$ cat src/verilog/sph_consts.svh
`ifndef SPH_CONSTS_SVH
`define SPH_CONSTS_SVH

// Process image byte addresses of the emulation
`define SPH_IMG_BASE       10'h1f4
`define SPH_IMG_BYTES      6
// Control byte fields
`define SPH_CTL_REG_BIT    7
`define SPH_CTL_LEN_HI     6
`define SPH_CTL_LEN_LO     4
`define SPH_CTL_INIT_BIT   2
`define SPH_CTL_RXACK_BIT  1
`define SPH_CTL_TXREQ_BIT  0
// Status byte fields
`define SPH_STS_LEN_HI     6
`define SPH_STS_LEN_LO     4
`define SPH_STS_FULL_BIT   3
`define SPH_STS_INITA_BIT  2
`define SPH_STS_RXRDY_BIT  1
`define SPH_STS_TXACK_BIT  0
// Data set size
`define SPH_SET_MAX        3'h5
// Emulation station address
`define SPH_EMU_ADDR       7'h63
// Line defaults: 8 data bits, even parity, one stop bit
`define SPH_DEF_BAUD       19200
`define SPH_CLK_HZ         250000000
`define SPH_DEF_DIV        ((`SPH_CLK_HZ) / (`SPH_DEF_BAUD))
`define SPH_DEF_PAR_EN     1'b1
`define SPH_DEF_PAR_ODD    1'b0
`define SPH_FIFO_DEPTH     4

`endif

$ cat src/verilog/sph_pkg.sv
package sph_pkg;
	typedef enum logic [1:0] {SPH_TX_IDLE, SPH_TX_LOAD} sph_txld_t;
	typedef enum logic [1:0] {SPH_RX_IDLE, SPH_RX_FILL, SPH_RX_WAIT}
		sph_rxst_t;
	typedef enum logic [1:0] {SPH_LN_IDLE, SPH_LN_DATA, SPH_LN_PAR,
		SPH_LN_STOP} sph_line_t;
endpackage

$ cat src/verilog/sph_fifo.sv
`timescale 1ns/1ps
module sph_fifo #(
	parameter int WIDTH = 8,
	parameter int DEPTH = 4
) (
	input  wire logic             clk,
	input  wire logic             sys_rst,
	input  wire logic             ce,
	input  wire logic             flush,
	input  wire logic [WIDTH-1:0] inData,
	input  wire logic             inValid,
	output logic                  inReady,
	output logic      [WIDTH-1:0] outData,
	output logic                  outValid,
	input  wire logic             outReady
);
	localparam int AW = (DEPTH > 1) ? $clog2(DEPTH) : 1;

	logic [WIDTH-1:0] mem [DEPTH];
	logic [AW-1:0]    wrPtr;
	logic [AW-1:0]    rdPtr;
	logic [AW:0]      count;
	logic             doWr;
	logic             doRd;

	assign inReady  = (count != (AW+1)'(DEPTH));
	assign outValid = (count != '0);
	assign outData  = mem[rdPtr];
	assign doWr     = inValid && inReady;
	assign doRd     = outValid && outReady;

	// Storage; no reset needed for data words
	always_ff @(posedge clk) begin
		if (ce && doWr) begin
			mem[wrPtr] <= inData;
		end
	end

	// Pointers and fill level; flush wins over traffic
	always_ff @(posedge clk) begin
		if (sys_rst || (ce && flush)) begin
			wrPtr <= '0;
			rdPtr <= '0;
			count <= '0;
		end else if (ce) begin
			if (doWr) begin
				wrPtr <= (wrPtr == AW'(DEPTH-1)) ? '0 : wrPtr + 1'b1;
			end
			if (doRd) begin
				rdPtr <= (rdPtr == AW'(DEPTH-1)) ? '0 : rdPtr + 1'b1;
			end
			count <= count + (AW+1)'(doWr) - (AW+1)'(doRd);
		end
	end
endmodule

$ cat src/verilog/sph_port.sv
// How it works
// - Image has control or status byte plus five data bytes per direction.
// - Bytes sit at process image addresses 500 to 505 on both sides.
// - Control: bit7 select, bits6-4 send length, bit2 init, bit1 ack, bit0 req.
// - Status: bit7 zero, length, full flag, init done, rx toggle, tx ack.
// - Each send request toggle loads up to five output bytes into FIFO.
// - After loading, send done toggle is updated to report completion.
// - Place received set in data bytes, set length, then toggle ready.
// - No new received set until controller toggles its acknowledge.
// - While init is high: stop line, flush FIFOs, reload line settings.
// - Init done is asserted once initialization has finished.
// - Full flag while receive FIFO full; new characters then dropped.
// - Characters with parity, framing or overrun errors never stored.
// - Line defaults to 8 data bits, even parity, one stop, 19200 baud.
// - Baud divisor settable only with address 99, else fixed default.
// - Emulation active only if address reads 99 at reset.
// - Address is tens switch times ten plus units, sampled at reset.
// - With address 99 active, programming log-on is refused.
`timescale 1ns/1ps
`include "sph_consts.svh"
module sph_port #(
	parameter int DIV_W = 16,
	parameter int FIFO_DEPTH = `SPH_FIFO_DEPTH
) (
	input  wire logic             clk,
	input  wire logic             sys_rst,
	input  wire logic             ce,
	input  wire logic [3:0]       tensSwitch,
	input  wire logic [3:0]       unitsSwitch,
	input  wire logic [9:0]       imgAddr,
	input  wire logic             imgWrite,
	input  wire logic [7:0]       imgWrData,
	output logic      [7:0]       imgRdData,
	input  wire logic [DIV_W-1:0] cfgBaudDiv,
	input  wire logic             cfgParityEn,
	input  wire logic             cfgParityOdd,
	input  wire logic             rxPin,
	output logic                  txPin,
	output logic                  txEnable,
	output logic                  emuActive,
	output logic                  logonAllowed
);
	import sph_pkg::*;
	logic [7:0]       portControlByte;
	logic [7:0]       dataOut [5];
	logic [7:0]       dataIn [5];
	logic [2:0]       recvLength;
	logic             sendDoneToggle;
	logic             rxReadyToggle;
	logic             initDone;
	logic             addrTaken;
	logic [DIV_W-1:0] baudDiv;
	logic             parEn;
	logic             parOdd;
	logic [1:0]       rxSync;
	logic             rxLine;
	logic [7:0]       swSync1;
	logic [7:0]       swSync2;
	logic [6:0]       swAddr;
	logic             rxInReady;
	logic             rxFull;
	logic             sendReqToggle;
	logic             rxTakenAck;
	logic             initCmd;
	logic [2:0]       sendLen;
	logic             lineOn;
	assign sendReqToggle = portControlByte[`SPH_CTL_TXREQ_BIT];
	assign rxTakenAck    = portControlByte[`SPH_CTL_RXACK_BIT];
	assign initCmd       = portControlByte[`SPH_CTL_INIT_BIT];
	assign sendLen       = portControlByte[`SPH_CTL_LEN_HI:`SPH_CTL_LEN_LO];
	assign lineOn        = emuActive && !initCmd;
	assign rxFull        = !rxInReady;
	// Switch pins pass two flops; unreset, so they settle during reset
	always_ff @(posedge clk) begin
		if (ce) begin
			swSync1 <= {tensSwitch, unitsSwitch};
			swSync2 <= swSync1;
		end
	end
	// Tens digit times ten plus units, widened before the product
	assign swAddr = 7'(swSync2[7:4]) * 7'h0a + 7'(swSync2[3:0]);
	// Station address caught one edge after reset release
	always_ff @(posedge clk) begin
		if (sys_rst) begin
			addrTaken    <= 1'b0;
			emuActive    <= 1'b0;
			logonAllowed <= 1'b0;
		end else if (ce && !addrTaken) begin
			addrTaken    <= 1'b1;
			emuActive    <= swAddr == `SPH_EMU_ADDR;
			// Switch holds 0..99; 0 is reserved, 99 locks log-on
			logonAllowed <= swAddr != `SPH_EMU_ADDR;
		end
	end
	// Output image writes from the controller program
	always_ff @(posedge clk) begin
		if (sys_rst) begin
			portControlByte <= 8'h00;
			for (int i = 0; i < 5; i++) begin
				dataOut[i] <= 8'h00;
			end
		end else if (ce && imgWrite && emuActive) begin
			if (imgAddr == `SPH_IMG_BASE) begin
				portControlByte <= imgWrData;
			end
			for (int i = 0; i < 5; i++) begin
				if (imgAddr == `SPH_IMG_BASE + 10'(i + 1)) begin
					dataOut[i] <= imgWrData;
				end
			end
		end
	end
	// Input image read mux, registered
	always_ff @(posedge clk) begin
		if (sys_rst) begin
			imgRdData <= 8'h00;
		end else if (ce) begin
			imgRdData <= 8'h00;
			if (emuActive && imgAddr == `SPH_IMG_BASE) begin
				imgRdData <= {1'b0, recvLength, rxFull, initDone,
					rxReadyToggle, sendDoneToggle};
			end
			for (int i = 0; i < 5; i++) begin
				if (emuActive && imgAddr == `SPH_IMG_BASE + 10'(i + 1)) begin
					imgRdData <= dataIn[i];
				end
			end
		end
	end
	// Line settings reload while init request is high
	always_ff @(posedge clk) begin
		if (sys_rst) begin
			baudDiv  <= DIV_W'(`SPH_DEF_DIV);
			parEn    <= `SPH_DEF_PAR_EN;
			parOdd   <= `SPH_DEF_PAR_ODD;
			initDone <= 1'b0;
		end else if (ce) begin
			if (initCmd) begin
				// Rate only follows config at address 99
				baudDiv  <= emuActive ? cfgBaudDiv
					: DIV_W'(`SPH_DEF_DIV);
				parEn    <= cfgParityEn;
				parOdd   <= cfgParityOdd;
				initDone <= 1'b1;
			end else begin
				initDone <= 1'b0;
			end
		end
	end
	// Transmit FIFO fill from output data bytes
	logic       txInValid;
	logic       txInReady;
	logic [7:0] txOutData;
	logic       txOutValid;
	logic       txOutReady;
	logic [2:0] loadIdx;
	logic [2:0] loadCnt;
	sph_txld_t  txLd;
	assign txInValid = (txLd == SPH_TX_LOAD) && (loadIdx != loadCnt);
	always_ff @(posedge clk) begin
		if (sys_rst) begin
			txLd           <= SPH_TX_IDLE;
			loadIdx        <= 3'h0;
			loadCnt        <= 3'h0;
			sendDoneToggle <= 1'b0;
		end else if (ce) begin
			unique case (txLd)
				SPH_TX_IDLE: begin
					// Pending while request differs from ack
					if (lineOn && sendReqToggle != sendDoneToggle) begin
						txLd    <= SPH_TX_LOAD;
						loadIdx <= 3'h0;
						loadCnt <= (sendLen > `SPH_SET_MAX) ? `SPH_SET_MAX
							: sendLen;
					end
				end
				SPH_TX_LOAD: begin
					if (initCmd) begin
						txLd <= SPH_TX_IDLE;
					end else if (loadIdx == loadCnt) begin
						sendDoneToggle <= sendReqToggle;
						txLd           <= SPH_TX_IDLE;
					end else if (txInReady) begin
						loadIdx <= loadIdx + 3'h1;
					end
				end
			endcase
		end
	end
	sph_fifo #(.WIDTH(8), .DEPTH(FIFO_DEPTH)) txFifo (
		.clk      (clk),
		.sys_rst  (sys_rst),
		.ce       (ce),
		.flush    (initCmd),
		.inData   (dataOut[loadIdx]),
		.inValid  (txInValid),
		.inReady  (txInReady),
		.outData  (txOutData),
		.outValid (txOutValid),
		.outReady (txOutReady)
	);
	// Serial transmitter
	logic [DIV_W-1:0] txTick;
	logic [3:0]       txBit;
	logic [10:0]      txShift;
	logic [3:0]       txLen;
	assign txOutReady = lineOn && !txEnable;

	always_ff @(posedge clk) begin
		if (sys_rst) begin
			txPin    <= 1'b1;
			txEnable <= 1'b0;
			txTick   <= '0;
			txBit    <= 4'h0;
			txShift  <= 11'h7ff;
			txLen    <= 4'h0;
		end else if (ce) begin
			if (!lineOn) begin
				txPin    <= 1'b1;
				txEnable <= 1'b0;
			end else if (!txEnable && txOutValid) begin
				// Start, 8 data, optional parity, stop
				txShift  <= parEn ? {1'b1, ^txOutData ^ parOdd, txOutData, 1'b0}
					: {2'b11, txOutData, 1'b0};
				txLen    <= parEn ? 4'hb : 4'ha;
				txBit    <= 4'h0;
				txTick   <= '0;
				txEnable <= 1'b1;
			end else if (txEnable) begin
				txPin <= txShift[0];
				if (txTick == baudDiv - 1'b1) begin
					txTick  <= '0;
					txShift <= {1'b1, txShift[10:1]};
					txBit   <= txBit + 4'h1;
					if (txBit == txLen - 4'h1) begin
						txEnable <= 1'b0;
					end
				end else begin
					txTick <= txTick + 1'b1;
				end
			end
		end
	end
	// Receive pin synchroniser
	always_ff @(posedge clk) begin
		if (sys_rst) begin
			rxSync <= 2'b11;
		end else if (ce) begin
			rxSync <= {rxSync[0], rxPin};
		end
	end
	assign rxLine = rxSync[1];

	// Serial receiver; bad characters never reach the FIFO
	sph_line_t        rxSt;
	logic [DIV_W-1:0] rxTick;
	logic [2:0]       rxBitNo;
	logic [7:0]       rxShift;
	logic             rxParOk;
	logic             rxInValid;
	logic [7:0]       rxOutData;
	logic             rxOutValid;
	logic             rxOutReady;

	always_ff @(posedge clk) begin
		if (sys_rst) begin
			rxSt      <= SPH_LN_IDLE;
			rxTick    <= '0;
			rxBitNo   <= 3'h0;
			rxShift   <= 8'h00;
			rxParOk   <= 1'b1;
			rxInValid <= 1'b0;
		end else if (ce) begin
			rxInValid <= 1'b0;
			if (!lineOn) begin
				rxSt <= SPH_LN_IDLE;
			end else if (rxSt == SPH_LN_IDLE) begin
				if (!rxLine) begin
					rxSt    <= SPH_LN_DATA;
					rxTick  <= DIV_W'(baudDiv + (baudDiv >> 1)); // Mid bit 0
					rxBitNo <= 3'h0;
				end
			end else if (rxTick != '0) begin
				rxTick <= rxTick - 1'b1;
			end else begin
				rxTick <= baudDiv - 1'b1;
				unique case (rxSt)
					SPH_LN_DATA: begin
						rxShift <= {rxLine, rxShift[7:1]};
						rxBitNo <= rxBitNo + 3'h1;
						if (rxBitNo == 3'h7) begin
							rxSt <= parEn ? SPH_LN_PAR : SPH_LN_STOP;
						end
					end
					SPH_LN_PAR: begin
						rxParOk <= (^rxShift ^ rxLine) == parOdd;
						rxSt    <= SPH_LN_STOP;
					end
					SPH_LN_STOP: begin
						// Framing, parity and full-FIFO drops
						rxInValid <= rxLine && (rxParOk || !parEn)
							&& rxInReady;
						rxParOk   <= 1'b1;
						rxSt      <= SPH_LN_IDLE;
					end
					default: rxSt <= SPH_LN_IDLE;
				endcase
			end
		end
	end
	sph_fifo #(.WIDTH(8), .DEPTH(FIFO_DEPTH)) rxFifo (
		.clk      (clk),
		.sys_rst  (sys_rst),
		.ce       (ce),
		.flush    (initCmd),
		.inData   (rxShift),
		.inValid  (rxInValid),
		.inReady  (rxInReady),
		.outData  (rxOutData),
		.outValid (rxOutValid),
		.outReady (rxOutReady)
	);
	// Receive set assembly into input image
	sph_rxst_t rxAs;
	logic [2:0] fillIdx;
	assign rxOutReady = (rxAs == SPH_RX_FILL) && (fillIdx != `SPH_SET_MAX);
	always_ff @(posedge clk) begin
		if (sys_rst) begin
			rxAs          <= SPH_RX_IDLE;
			fillIdx       <= 3'h0;
			recvLength    <= 3'h0;
			rxReadyToggle <= 1'b0;
			for (int i = 0; i < 5; i++) begin
				dataIn[i] <= 8'h00;
			end
		end else if (ce) begin
			if (initCmd) begin
				rxAs <= SPH_RX_IDLE;
			end else begin
				unique case (rxAs)
					SPH_RX_IDLE: begin
						// Only when previous set acknowledged
						if (rxOutValid && rxTakenAck == rxReadyToggle) begin
							rxAs    <= SPH_RX_FILL;
							fillIdx <= 3'h0;
						end
					end
					SPH_RX_FILL: begin
						if (rxOutValid && fillIdx != `SPH_SET_MAX) begin
							dataIn[fillIdx] <= rxOutData;
							fillIdx         <= fillIdx + 3'h1;
						end else begin
							recvLength <= fillIdx;
							rxAs       <= SPH_RX_WAIT;
						end
					end
					SPH_RX_WAIT: begin
						rxReadyToggle <= !rxReadyToggle;
						rxAs          <= SPH_RX_IDLE;
					end
					default: rxAs <= SPH_RX_IDLE;
				endcase
			end
		end
	end
endmodule

$ cat config.mk
export PLATFORM = sky130hd
export DESIGN_NAME = sph_port
export DESIGN_NICKNAME = d
export VERILOG_FILES = /design/src/verilog/sph_pkg.sv /design/src/verilog/sph_fifo.sv /design/src/verilog/sph_port.sv
export VERILOG_INCLUDE_DIRS = /design/src /design/src/verilog
export SDC_FILE = /design/constraint.sdc
export NUM_CORES = 1
export LEC_CHECK = 0
export BUFFER_PORTS_ARGS = -buffer_cell sky130_fd_sc_hd__buf_2
export CAP_MARGIN = 20
export CORE_ASPECT_RATIO = 0.6
export CORE_UTILIZATION = 56
export DETAILED_ROUTE_END_ITERATION = 10
export PLACE_DENSITY = 0.86
export SYNTH_ARGS = -nofsm -noshare
export SYNTH_HDL_FRONTEND = slang
export SYNTH_SLANG_ARGS = --single-unit
$ cat constraint.sdc
create_clock -name clk -period 2.9 [get_ports clk]
set_clock_uncertainty 0.2 [all_clocks]
set_input_delay 0.435 -clock clk [delete_from_list [all_inputs] [get_ports clk]]
set_output_delay 0.435 -clock clk [all_outputs]
set_load 0.02 [all_outputs]
==> impl_metrics.toml <==
[status]
status = "finished, violations left"
failed_checks = "setup timing"

[global_route]
grt-ovfl-total = 0
antenna_found_initial = 0
grt_start_max_net_pins = 58
grt_pass1_vias = 11500
grt_usage_pct = 29.1
grt_pass1_wl_um = 61700

[yosys]
synth_top_area_share_pct = 32.2
syn_nets = 1505
synth.most_common_cell = "edfxtp_1"
synth-async-reset-ratio_pct = 0
yosys_register_bits = 301
postSynthAreaPerCell_sq_um = 10.8
synth_cells = 1385
ys_seq_area_share_pct = 51.1
synthFlopType = "edfxtp_1"
synth.top_cells.by_area = "edfxtp_1 32%, dfxtp_1 19%, ha_1 5.5%"
synth_xor_area_share_pct = 5.34
synth_edf_count = 160
synth.area.mux_share_pct = 6.16
synth_compound_area_share_pct = 11.1
netlist_area_sq_mm = 0.0149
synth_top_family_by_area = "simple AND/OR/NAND/NOR gates"
ys_warn_count = 0
synth_common_cells = "160 x edfxtp_1, 141 x dfxtp_1, 128 x nand2_1, 114 x nor2_1, 94 x a21oi_1"
yosysTopAreaCell = "edfxtp_1"
synthAdderAreaFrac_pct = 6.21
ys_types = 82
synth_simple_gate_area_share_pct = 16.9

[die]
coreArea_sq_mm = 0.0257
die_area_sq_mm = 0.0273
die_h_um = 128
io-pin-count = 61
initial_utilization_pct = 58.0
dieWidth_um = 213
rows = 45

[power]
switching_power_mw = 1.97
power_frac_comb_pct = 4.6
swShare_pct = 22.1
power_mw = 8.91
p_int_mw = 6.95
pwr-share-seq_pct = 51.4
clkPwrFrac_pct = 44.1
p_leak_nw = 6.84
peakVddDrop_mv = 0.590
powerDensity_mw_per_mm2 = 498

[timing]
finalSetupViolCount = 2
finalMaxSlewViolations = 0
post-route-period-util_pct = 101
max_clock_freq_ghz = 0.343
period_needed_ps = 2920
grt_setup_unrepaired = "yes"
layout_setup_ws_ps = -16.5
hold_violations = 0
tightestPinTransition_ps = 820
holdWs_ps = 24.0
maxSlewHeadroom_pct = 45.4
tns_ps = -21.6

[placed_design]
dp.final_hpwl_um = 26600
placed_area_sq_mm = 0.0163
routabilityCongestion = 0.991
post-place-ws_ps = -289
dp.cells = 1841
port_buffers = 60

[clock_tree]
clk_latency_ps = 600
cts_buffer_depth = 3
cts_made_buffers = 28
cts_root_buf = "clkbuf_16"
numClockSinks = 301
clk_pin_slew_ps = 70
cts_tree = "yes"
cts-htree-levels = 1

[worst_hold_path]
hp-start = "cfgBaudDiv[5]"
hold_path_end = "baudDiv[5]$_SDFFE_PP0P_"
hold_depth = 3
hp-class = "in2reg"

[setup_path]
cp.arrival_ps = 3240
cp_cell_sequence = "inv_2 > buf_6 > ha_4 > buf_4 > nand4b_1 > xnor2_1 > a311oi_2 > nand4_4 > nor2b_4 > buf_6 > nand2_4 > or4_1 > a21oi_1"
path_class = "reg2reg"
r2r_start = "baudDiv[1]$_SDFFE_PP0P_"
cpMaxStageDelayCell = "or4_1"
required_ps = 3220
rr_endpoint = "txBit[2]$_SDFFE_PP0P_"
crit_top_cell = "buf_6"
reg2reg_slack_ps = -20
end_kind = "register"
r2r_cells = 13
crit_fanout = 6
cp-start-kind = "register"
slowest_delay_ps = 410

[cells_and_area]
utilization_pct = 69.6
seqCellArea_sq_mm = 0.00764
multi_input_area_sq_mm = 0.00710
fillers = 1716
post-route-cell-area_sq_mm = 0.0179
fin_nets = 1681
fin_cells = 1935
drive_gt1_share_pct = 21.3
antenna_cells = 0
area_growth_pct = 20.0

[detailed_routing]
wl_met1_um = 16900
first_pass_iters = 6
wl_met3_um = 3480
topRoutingLayerUsed = "met4"
met2WireLength_um = 18700
ant_nets = 0
first_iter_violations = 1435
route.detailed.drc = 0
vias = 11900
vias_per_cell = 6.16
postRouteWirelength_um = 40200
wl_per_cell_um = 20.8

[flow_run]
maxCapViolCount = 0
[worst max-delay path, delay by kind of cell, from the launching register on]
kind	cells	cell delay [ps]
AOI/OAI and AO/OA	2	470
xor gates and xnor gates	1	200
adders and majority gates	1	170
buffers and inverters	4	450
DFF	1	320
and+or+nand+nor	5	1060
[cells in the final DEF (no fill, tap or decap), drive strengths merged, types with 6 or more instances in the layout]
cell type / instances
nand3: 43
nand3b: 6
and3: 33
nor3b: 15
inv: 55
clkinv: 8
mux4: 24
nand2: 129
clkbuf: 37
a31oi: 14
dlygate4sd3: 27
a211oi: 16
o21ai: 58
ha: 66
a22oi: 15
and2: 16
nor4: 14
mux2: 14
xor2: 25
dfxtp: 141
mux2i: 22
nand2b: 17
nor2b: 35
buf: 179
nor2: 116
edfxtp: 160
xnor2: 53
a21o: 9
a21oi: 94
nor3: 38
a311oi: 13
[registers in the layout (all words and copies together) (netlist names), 10 cells and up, named ones only]
signal / count
txTick: 16
baudDiv: 16
rxFifo.mem: 32
txFifo.mem: 32
dataIn: 40
txShift: 10
dataOut: 40
rxTick: 16
[per-layer routing]
| layer | track usage [%] | vias up |
|---|---|---|
| li1 | - | 5391 |
| met5 | 0 | - |
| met2 | 46.6 | 617 |
| met1 | 40.7 | 5823 |
| met4 | 8.04 | 0 |
| met3 | 5.49 | 97 |
[how the worst max path moves through the flow]
| stage | startpoint | endpoint |
|---|---|---|
| floorplan | baudDiv[4]$_SDFFE_PP1P_ | txTick[13]$_SDFFE_PP0P_ |
| global placement | baudDiv[5]$_SDFFE_PP0P_ | txShift[1]$_SDFFE_PP1P_ |
| detailed placement | baudDiv[1]$_SDFFE_PP0P_ | txShift[5]$_SDFFE_PP1P_ |
| CTS | baudDiv[2]$_SDFFE_PP1P_ | txBit[3]$_SDFFE_PP0P_ |
| global route | baudDiv[1]$_SDFFE_PP0P_ | txBit[2]$_SDFFE_PP0P_ |
| finish | baudDiv[1]$_SDFFE_PP0P_ | txBit[2]$_SDFFE_PP0P_ |
[area by class of cell]
type	count	share of cell area [%]
Multi-Input combinational cell	969	39.7
Clock buffer	36	4.08
Inverter	54	1.17
Tap cell	352	2.46
Sequential cell	301	42.7
Timing Repair Buffer	207	8.64
Clock inverter	16	1.33
[power groups by stage]
stage          sequential, mW  combinational (mW)  clock (mW)
2_1_floorplan            4.67               0.204           0
3_3_place_gp             4.66               0.339           0
3_5_place_dp             4.67               0.355           0
4_1_cts                  4.58               0.391        3.93
5_1_grt                  4.58               0.439        4.12
6_report                 4.58               0.407        3.93
[timing repair]
action                                  CTS  global route
buffers inserted                          1            12
gates cloned                              0             3
hold buffers                             27             0
pin swaps                                 6            26
endpoints found under the hold margin    27             0
resized for setup                        12            45
endpoints found under the setup margin   32            33
[cells by family (layout without fill, tap and decap cells)]
family | Yosys count | after routing
AO/OA/AOI/OAI | 261 | 261
adder cells (fa/ha/maj) | 71 | 71
flip-flops | 301 | 301
AND/OR/NAND/NOR | 493 | 494
buffers and inverters | 116 | 313
multiplexers | 60 | 60
XOR/XNOR | 83 | 83
Power figures use the tool's default switching activity.
